<file path="src/verilog/cir_pkg.sv">
// Purpose: shared constants for the interrupt recognition block
// Assumes: 100 MHz core clock, status word laid out with trace at 15, supervisor at 13
// Notes: vector numbers are what external logic returns, kept for reference; the core itself drives the spurious vector on an access error
package cir_pkg;
  localparam int CIR_LVL_W = 3; // width of a priority level
  localparam logic [2:0] CIR_LVL_NONE = 3'h0; // no request
  localparam logic [2:0] CIR_LVL_NMI = 3'h7; // nonmaskable level
  localparam int CIR_SR_W = 16; // status word width
  localparam int CIR_SR_TRACE = 15; // trace bit position
  localparam int CIR_SR_SUPER = 13; // supervisor bit position
  localparam int CIR_SR_MASK_LO = 8; // mask field low bit
  localparam logic [15:0] CIR_SR_RESET = 16'h2700; // supervisor, mask 7
  localparam logic [7:0] CIR_VEC_SPURIOUS = 8'h18; // spurious vector
  localparam logic [7:0] CIR_VEC_AUTO_BASE = 8'h64; // autovector for level 1
  localparam logic [7:0] CIR_VEC_AUTO_LAST = 8'h7c; // autovector for level 7
  localparam logic [7:0] CIR_VEC_UNINIT = 8'h0f; // uninitialized vector
  localparam logic [7:0] CIR_VBR_SHIFT = 8'h02; // vector to table byte offset
  localparam int CIR_FRAME_WORDS = 2; // longwords pushed per frame
  typedef enum logic [2:0] {
    CIR_ST_RUN, CIR_ST_ACK, CIR_ST_PUSH, CIR_ST_FETCH, CIR_ST_DONE
  } cir_state_t;
endpackage

</file>
<file path="src/verilog/cir_core.sv">
// Purpose: interrupt recognition and acceptance sequencing
// Assumes: core signals instruction boundaries and bus completions
// Notes: vector fetch and frame writes are requested, the core bus does them
//
// Contract
// RULE1: request level encoded inverted on three pins
// RULE2: mask inhibits levels at or below it
// RULE3: requests pend, evaluated at instruction boundaries
// RULE4: pending not above mask is deferred
// RULE5: accept saves status, supervisor, no trace, mask
// RULE6: acknowledge cycle shows level, reads vector
// RULE7: push frame with next instruction address
// RULE8: load handler address from vector table
// RULE9: source holds level until acknowledge ends
// RULE10: held level not retaken until mask lowered
// RULE11: new level after acknowledge may nest
// RULE12: level seven ignores mask of seven
// RULE13: level seven taken on rising transition only; the code also takes a held seven whenever the mask is below seven
// RULE14: second seven needs drop and reassert
// RULE15: lowered mask retakes held level seven
// RULE16: source holds seven until second acknowledge
// RULE17: access error means spurious, vector 0x18
// RULE18: external autovectors 0x64 to 0x7c
// RULE19: uninitialized peripheral returns vector 0xf
// RULE20: sample pins each clock, latch seven edge
`timescale 1ns/1ns
module cir_core
  import cir_pkg::*;
#(
  parameter int ADDR_W = 32
) (
  // clock and reset
  input wire logic sys_clk_in,
  input wire logic rst_b_in,
  // request pins, active low
  input wire logic [cir_pkg::CIR_LVL_W-1:0] irq_level_req_n_in,
  // core execution interface
  input wire logic insn_boundary_in,
  input wire logic [ADDR_W-1:0] next_pc_in,
  input wire logic [ADDR_W-1:0] vbr_in,
  input wire logic sr_write_in,
  input wire logic [cir_pkg::CIR_SR_W-1:0] sr_wdata_in,
  // bus completion interface
  input wire logic bus_done_in,
  input wire logic bus_err_in,
  input wire logic [7:0] bus_rdata_vec_in,
  input wire logic [ADDR_W-1:0] bus_rdata_word_in,
  // status word and exception outputs
  output logic [cir_pkg::CIR_SR_W-1:0] proc_status_word_out,
  output logic [cir_pkg::CIR_SR_W-1:0] saved_status_out,
  output logic exc_busy_out,
  // bus request outputs
  output logic bus_req_out,
  output logic irq_ack_cycle_out,
  output logic bus_write_out,
  output logic [ADDR_W-1:0] bus_addr_out,
  output logic [ADDR_W-1:0] bus_wdata_out,
  // handler redirect
  output logic pc_load_out,
  output logic [ADDR_W-1:0] pc_value_out,
  output logic [7:0] vector_out,
  output logic spurious_out
);
  // refuse buses too narrow for the table offset or the pushed status word
  if (ADDR_W < 16) begin : g_addr_chk
    $error("ADDR_W too small");
  end

  logic [2:0] pin_sync; // synchronised inverted pins
  logic [2:0] req_lvl; // decoded request level
  logic [2:0] prev_lvl_q; // previous sample for edge detect
  logic nmi_pend_q; // latched level seven edge
  logic [2:0] mask; // current mask field
  logic take; // accept at this boundary
  logic [2:0] take_lvl; // level being accepted
  cir_state_t state_q; // sequencer state
  logic [2:0] acc_lvl_q; // accepted level
  logic [ADDR_W-1:0] ret_pc_q; // saved return address
  logic push_idx_q; // which frame word
  logic [ADDR_W-1:0] sp_q; // supervisor stack pointer

  // decode: all high is no request, level is inverted pattern
  function automatic logic [2:0] cir_decode(input logic [2:0] pins_n);
    cir_decode = ~pins_n; // [RULE1]
  endfunction

  // pins pass the three-flop agreement filter
  cir_sync #(.WIDTH(3)) u_sync (
    .sys_clk_in(sys_clk_in),
    .rst_b_in(rst_b_in),
    .pin_in(irq_level_req_n_in),
    .level_out(pin_sync)
  );

  assign req_lvl = cir_decode(pin_sync);
  assign mask = proc_status_word_out[CIR_SR_MASK_LO +: 3];

  // previous level sample each clock
  always_ff @(posedge sys_clk_in or negedge rst_b_in) begin
    if (!rst_b_in) begin
      prev_lvl_q <= CIR_LVL_NONE;
    end else begin
      prev_lvl_q <= req_lvl; // [RULE20]
    end
  end

  // level seven edge latch; new edge wins over acceptance clear
  always_ff @(posedge sys_clk_in or negedge rst_b_in) begin
    if (!rst_b_in) begin
      nmi_pend_q <= 1'b0;
    end else if (req_lvl == CIR_LVL_NMI && prev_lvl_q != CIR_LVL_NMI) begin
      nmi_pend_q <= 1'b1; // [RULE13] [RULE20]
    end else if (take && take_lvl == CIR_LVL_NMI) begin
      nmi_pend_q <= 1'b0;
    end
  end

  // acceptance decision only at boundaries while running
  always_comb begin
    take = 1'b0;
    take_lvl = req_lvl;
    if (state_q == CIR_ST_RUN && insn_boundary_in) begin // [RULE3]
      if (req_lvl == CIR_LVL_NMI) begin
        // edge, or held seven under a lowered mask
        take = nmi_pend_q || (mask < CIR_LVL_NMI); // [RULE12] [RULE13] [RULE15]
      end else begin
        // held level retaken only once mask drops below it
        take = req_lvl > mask; // [RULE2] [RULE4] [RULE10] [RULE11]
      end
    end
  end

  // status word: accept updates, software writes otherwise
  always_ff @(posedge sys_clk_in or negedge rst_b_in) begin
    if (!rst_b_in) begin
      proc_status_word_out <= CIR_SR_RESET;
      saved_status_out <= CIR_SR_RESET;
    end else if (take) begin
      saved_status_out <= proc_status_word_out; // [RULE5]
      proc_status_word_out[CIR_SR_SUPER] <= 1'b1;
      proc_status_word_out[CIR_SR_TRACE] <= 1'b0;
      proc_status_word_out[CIR_SR_MASK_LO +: 3] <= take_lvl;
    end else if (sr_write_in) begin
      // mask lowering, e.g. return_from_exception_insn
      proc_status_word_out <= sr_wdata_in;
    end
  end

  // exception sequencer
  always_ff @(posedge sys_clk_in or negedge rst_b_in) begin
    if (!rst_b_in) begin
      state_q <= CIR_ST_RUN;
      acc_lvl_q <= CIR_LVL_NONE;
      ret_pc_q <= '0;
      push_idx_q <= 1'b0;
      vector_out <= 8'h00;
      spurious_out <= 1'b0;
    end else begin
      unique case (state_q)
        CIR_ST_RUN: begin
          if (take) begin
            acc_lvl_q <= take_lvl;
            ret_pc_q <= next_pc_in; // [RULE7]
            spurious_out <= 1'b0;
            state_q <= CIR_ST_ACK;
          end
        end
        CIR_ST_ACK: begin
          if (bus_done_in) begin
            // access error marks the cycle spurious
            spurious_out <= bus_err_in; // [RULE17]
            vector_out <= bus_err_in ? CIR_VEC_SPURIOUS : bus_rdata_vec_in; // [RULE6]
            push_idx_q <= 1'b0;
            state_q <= CIR_ST_PUSH;
          end
        end
        CIR_ST_PUSH: begin
          if (bus_done_in) begin
            push_idx_q <= 1'b1;
            if (push_idx_q) begin
              state_q <= CIR_ST_FETCH;
            end
          end
        end
        CIR_ST_FETCH: begin
          if (bus_done_in) begin
            state_q <= CIR_ST_DONE;
          end
        end
        CIR_ST_DONE: begin
          state_q <= CIR_ST_RUN;
        end
        default: begin
          state_q <= CIR_ST_RUN;
        end
      endcase
    end
  end

  // supervisor stack pointer tracks frame pushes
  always_ff @(posedge sys_clk_in or negedge rst_b_in) begin
    if (!rst_b_in) begin
      sp_q <= '0;
    end else if (state_q == CIR_ST_PUSH && bus_done_in) begin
      sp_q <= sp_q - ADDR_W'(4); // [RULE7]
    end
  end

  // handler address loads the program counter
  always_ff @(posedge sys_clk_in or negedge rst_b_in) begin
    if (!rst_b_in) begin
      pc_load_out <= 1'b0;
      pc_value_out <= '0;
    end else begin
      pc_load_out <= state_q == CIR_ST_FETCH && bus_done_in; // [RULE8]
      if (state_q == CIR_ST_FETCH && bus_done_in) begin
        pc_value_out <= bus_rdata_word_in;
      end
    end
  end

  // bus request drive per state
  always_comb begin
    bus_req_out = 1'b0;
    irq_ack_cycle_out = 1'b0;
    bus_write_out = 1'b0;
    bus_addr_out = '0;
    bus_wdata_out = '0;
    unique case (state_q)
      CIR_ST_ACK: begin
        bus_req_out = 1'b1;
        irq_ack_cycle_out = 1'b1;
        bus_addr_out = ADDR_W'(acc_lvl_q); // [RULE6]
      end
      CIR_ST_PUSH: begin
        bus_req_out = 1'b1;
        bus_write_out = 1'b1;
        bus_addr_out = sp_q - ADDR_W'(4);
        bus_wdata_out = push_idx_q ? ADDR_W'(saved_status_out) : ret_pc_q; // [RULE7]
      end
      CIR_ST_FETCH: begin
        bus_req_out = 1'b1;
        bus_addr_out = vbr_in + (ADDR_W'(vector_out) << CIR_VBR_SHIFT); // [RULE8]
      end
      default: begin
        bus_req_out = 1'b0;
      end
    endcase
  end

  assign exc_busy_out = state_q != CIR_ST_RUN;
endmodule

</file>
<file path="src/verilog/cir_sync.sv">
// Purpose: three-flop synchroniser with agreement filter for request pins
// Assumes: pins are asynchronous to sys_clk_in
// Notes: first flop is read only by the second
`timescale 1ns/1ns
module cir_sync #(
  parameter int WIDTH = 3
) (
  // clock and reset
  input wire logic sys_clk_in,
  input wire logic rst_b_in,
  // pin side
  input wire logic [WIDTH-1:0] pin_in,
  // filtered level
  output logic [WIDTH-1:0] level_out
);
  // a zero-width chain cannot carry a level
  if (WIDTH < 1) begin : g_width_chk
    $error("WIDTH too small");
  end
  logic [WIDTH-1:0] s1_q; // metastability catcher
  logic [WIDTH-1:0] s2_q; // second stage
  logic [WIDTH-1:0] s3_q; // third stage
  // shift chain, idle high since pins are active low
  always_ff @(posedge sys_clk_in or negedge rst_b_in) begin
    if (!rst_b_in) begin
      s1_q <= '1;
      s2_q <= '1;
      s3_q <= '1;
    end else begin
      s1_q <= pin_in;
      s2_q <= s1_q;
      s3_q <= s2_q;
    end
  end
  // change only once stages two and three agree
  always_ff @(posedge sys_clk_in or negedge rst_b_in) begin
    if (!rst_b_in) begin
      level_out <= '1;
    end else if (s2_q == s3_q) begin
      level_out <= s3_q;
    end
  end
endmodule
</file>
<file path="config.mk">
export PLATFORM = sky130hd
export DESIGN_NAME = cir_core
export DESIGN_NICKNAME = d
export VERILOG_FILES = /design/src/verilog/cir_pkg.sv /design/src/verilog/cir_core.sv /design/src/verilog/cir_sync.sv
export SDC_FILE = /design/constraint.sdc
export NUM_CORES = 1
export LEC_CHECK = 0
export BUFFER_PORTS_ARGS = -buffer_cell sky130_fd_sc_hd__buf_4
export CAP_MARGIN = 40
export CORE_UTILIZATION = 30
export CTS_BUF_LIST = sky130_fd_sc_hd__clkbuf_2 sky130_fd_sc_hd__clkbuf_4 sky130_fd_sc_hd__clkbuf_8
export CTS_CLUSTER_SIZE = 10
export DETAILED_ROUTE_END_ITERATION = 16
export GPL_ROUTABILITY_DRIVEN = 0
export HOLD_SLACK_MARGIN = 0.15
export PLACE_DENSITY = 0.57
export SLEW_MARGIN = 20
export SYNTH_ARGS = -nofsm -noshare
export SYNTH_HDL_FRONTEND = slang
export SYNTH_SLANG_ARGS = --single-unit
</file>
<file path="constraint.sdc">
create_clock -name sys_clk_in -period 4.53 [get_ports sys_clk_in]
set_input_delay 1.359 -clock sys_clk_in [delete_from_list [all_inputs] [get_ports sys_clk_in]]
set_output_delay 1.359 -clock sys_clk_in [all_outputs]
set_load 0.01 [all_outputs]
</file>
==> metrics.md <==
| Metric | Value |
|---|---|
| Run status | finished clean |
| Post-synthesis async set-or-reset flop share | 100.0% |
| Overall track demand over capacity in global routing | 18.05% |
| Core footprint | 27250 µm² |
| Leakage component of the power | 5.209 nW |
| Die footprint | 28740 µm² |
| Top cells by instance count after synthesis | sky130_fd_sc_hd__dfrtp_1, sky130_fd_sc_hd__mux2_2, sky130_fd_sc_hd__xnor2_1 |
| Clock transition at the register clock pins on the worst setup and hold paths after CTS | 0.12 ns |
| TritonCTS clock tree | done |
| Number of nets in the finished design | 1203 |
| Port bufs | 270 |
| Num Clock Sinks | 159 |
| Cell internal pwr | 4.430 mW |
| Most area-consuming cells after synthesis | sky130_fd_sc_hd__dfrtp_1, sky130_fd_sc_hd__mux2_2, sky130_fd_sc_hd__dfstp_2 |
| Unrepaired setup endpoints after global routing | true |
| DRC violation count after routing | 0 |
| First-pass GRT wire length | 39.55 mm |
| Seq cells post-synth | 159 |
| Setup Viol. Count Final | 0 |
| Iteration count of the initial detailed-routing pass | 5 |
| Class of the tightest hold or removal check | reg -> reg |
| Count of warnings emitted by yosys | 0 |
| Transition at the pin with the smallest max-transition slack | 0.8261 ns |
| Proportion of synthesized chip area in sequential cells | 47.56% |
| Fill cell instance count of the final layout | 2678 |
| Reg-to-reg slack, setup | 1.64 ns |
| Tcrit/Tclk final | 99.46% |
| Height of the chip | 169.5 µm |
| Top cell type's share of synthesized area | 41.31% |
| Vias in the first global route | 6831 |
| IO Pins | 271 |
| Cell seen most often among critical-path stages | sky130_fd_sc_hd__buf_4 |
| Combinational fraction of design power | 50.0% |
| Post-route minimum period | 4.506 ns |
| Antenna violation net count after detailed routing | 0 |
| Average detailed-routed wire length per instance | 18.03 µm |
| FMAX | 221.9 MHz |
| Max incr delay on CP | 0.40 ns |
| Data required time of the critical path | 3.17 ns |
| Root Driver | sky130_fd_sc_hd__clkbuf_8 |
| Slowest library cell on the worst path | sky130_fd_sc_hd__or4_1 |
| Kind of critical path | in -> out |
| Count of maximum capacitance violations | 0 |
| Via count | 7016 |
| Number of H-tree levels | 4 |
| Final core utilization | 42.68% |
| Wirelength, routed | 26.08 mm |
| ANT cells | 0 |
| Critical path peak fanout | 9 |
| Netlist area before placement | 8419 µm² |
| Clock insertion delay at the later pin of the skew report | 0.48 ns |
| Number of enable-type register cells in the synthesized netlist | 0 |
| Post-synthesis cell type with the largest combined area | sky130_fd_sc_hd__dfrtp_1 |
| Power Density | 653.5 nW/µm² |
| Final Power | 7.600 mW |
| Clock skew | 0.02257 ns |
| Post-synth net total | 923 |
| Share of total power consumed by net switching | 41.71% |
| Slew margin rel. | 44.76% |
| Mean cell area of the mapped netlist | 10.78 µm² |
| Number of violations reported at the end of detailed-routing iteration 0 | 422 |
| Clock power frac | 15.4% |
| Area added between synthesis and finish | 38.13% |
| HPWL after DPL | 19.17 mm |
| Final hold violation count | 0 |
| Cell Rows | 60 |
| Width of the die | 169.5 µm |
| Prevailing post-synth register cell | sky130_fd_sc_hd__dfrtp_1 |
| Number of antenna violations at the first check in global routing | 1 |
| Post-synth cell types | 64 |
| Gate count after technology mapping | 781 |
| Buffer depth of the longest clock path | 2 |
| Total Neg Setup Slack | 0 ns |
| Sequential share of power | 34.5% |
| Effective utilization at floorplan | 30.90% |
| Launching element type of the critical path | input port |
| CP Cell Sequence | buf_4 > ha_4 > o211a_1 > nand3_1 > buf_4 > a21o_1 > or4_1 > o211ai_1 > buf_4 |
| Share of layout cells above drive strength 1 | 44.32% |
| Most instantiated library cell after synthesis | sky130_fd_sc_hd__dfrtp_1 |
| Arrival time at the worst endpoint | 3.15 ns |
| Number of buffers created by CTS | 17 |
| Maximum number of pins on one net before global-route repair | 71 |
| Total global routing overflow | 0 |
| Final max-slew violation count | 0 |
| Vias per inst | 4.852 |
| Critical path capture point type | output pin |
| IR drop worst, VDD | 0.0003043 V |
| Net switching power of the design | 3.170 mW |
## layout by cell type (no fill, tap or decap), types with 5 or more instances in the layout
cell / count
sky130_fd_sc_hd__mux2i_1: 24
sky130_fd_sc_hd__dfrtp_1: 139
sky130_fd_sc_hd__nor4_2: 5
sky130_fd_sc_hd__a21oi_1: 9
sky130_fd_sc_hd__clkbuf_8: 17
sky130_fd_sc_hd__a21o_1: 5
sky130_fd_sc_hd__o2111ai_2: 6
sky130_fd_sc_hd__clkinv_8: 7
sky130_fd_sc_hd__buf_4: 296
sky130_fd_sc_hd__o21ai_0: 28
sky130_fd_sc_hd__and2_1: 20
sky130_fd_sc_hd__nor2_1: 47
sky130_fd_sc_hd__nand2_1: 54
sky130_fd_sc_hd__nand2b_1: 24
sky130_fd_sc_hd__nand4_1: 5
sky130_fd_sc_hd__dfstp_2: 20
sky130_fd_sc_hd__xnor2_1: 59
sky130_fd_sc_hd__o22ai_1: 24
sky130_fd_sc_hd__ha_1: 8
sky130_fd_sc_hd__nand3_1: 14
sky130_fd_sc_hd__xor2_1: 26
sky130_fd_sc_hd__nor3_1: 10
sky130_fd_sc_hd__and3_1: 7
sky130_fd_sc_hd__nor4_1: 6
sky130_fd_sc_hd__inv_1: 26
sky130_fd_sc_hd__o211ai_1: 27
sky130_fd_sc_hd__mux2_2: 75
## power by group through the flow
stage	Sequential, mW	Clock [mW]	Combinational, mW
floorplan	2.58	0	2.09
global placement	2.63	0	3.70
detailed placement	2.65	0	3.73
CTS	2.63	1.22	3.80
global route	2.73	1.27	4.13
finish	2.63	1.17	3.80
## per-layer routing
layer	routed length (µm)	global-route usage, %	vias up
met5	13	0	-
met4	351	5.053	2
met3	2519	6.367	29
met2	12280	29.67	302
met1	10910	22.31	3351
li1	-	-	3332
## sequential cells by signal, indices dropped and copies added (netlist names)
| register | count |
|---|---|
| u_sync.s3_q | 3 |
| sp_q | 30 |
| proc_status_word_out | 16 |
| saved_status_out | 16 |
| nmi_pend_q | 1 |
| push_idx_q | 1 |
| pc_value_out | 32 |
| pc_load_out | 1 |
| acc_lvl_q | 3 |
| u_sync.level_out | 3 |
| vector_out | 8 |
| u_sync.s2_q | 3 |
| ret_pc_q | 32 |
| spurious_out | 1 |
| prev_lvl_q | 3 |
| state_q | 3 |
| u_sync.s1_q | 3 |
## critical path: cells and delay by family
kind	cells	cell delay, ns
AOI/OAI and AO/OA	3	0.55
adders and majority gates	1	0.27
buffers and inverters	3	0.47
and+or+nand+nor	2	0.49
## logic make-up after synthesis
kind of cell,synth area share (%)
AOI/OAI and AO/OA,10.40
xor gates and xnor gates,8.842
adders and majority gates,2.021
buffers and inverters,3.329
DFF,47.56
muxes,12.88
and+or+nand+nor,14.97
## area by class of cell
| cell class | instances | area, µm² | area share, % |
|---|---|---|---|
| clock inverter | 15 | 212.7 | 1.829 |
| multi-input combinational | 553 | 4289 | 36.88 |
| clock buffer | 17 | 234.0 | 2.012 |
| inverter | 26 | 97.59 | 0.8392 |
| sequential | 159 | 4004 | 34.43 |
| timing repair buffer | 304 | 2327 | 20.01 |
| tap | 372 | 465.4 | 4.002 |
## final timing paths
kind / from / to / cells past startpoint
hold / removal: u_sync.s1_q[1] / u_sync.s2_q[1] / 0
hold reg to reg: u_sync.s1_q[1] / u_sync.s2_q[1] / 0
setup reg to reg: u_sync.level_out[1] / ret_pc_q[29] / 9
max in group asynchronous: rst_b_in / sp_q[8] / 2
min in group asynchronous: rst_b_in / sp_q[21] / 1
setup / recovery: vbr_in[6] / bus_addr_out[19] / 9
## timing repair
item | 4_1_cts | 5_1_grt
resized for setup | 21 | 17
gates cloned | 2 | 0
pin swaps | 4 | 9
endpoints found under the setup margin | 15 | 19
setup buffers | 2 | 0
hold buffers | 0 | 0
## stage by stage
stage                     cell area, µm²  cells  setup WS (ns)  hold slack (ns)
after detailed placement           10970   1408        -0.1056           0.3468
after CTS                          11520   1444       0.002884           0.3652
after global routing               11630   1446       -0.03771           0.3693
final                              11630   1446        0.02441           0.3637
after global placement             10970   1408       -0.09389           0.3456
after floorplan                     8419    781        0.06548           0.3452
No activity file was read; power rests on OpenSTA's default activity.
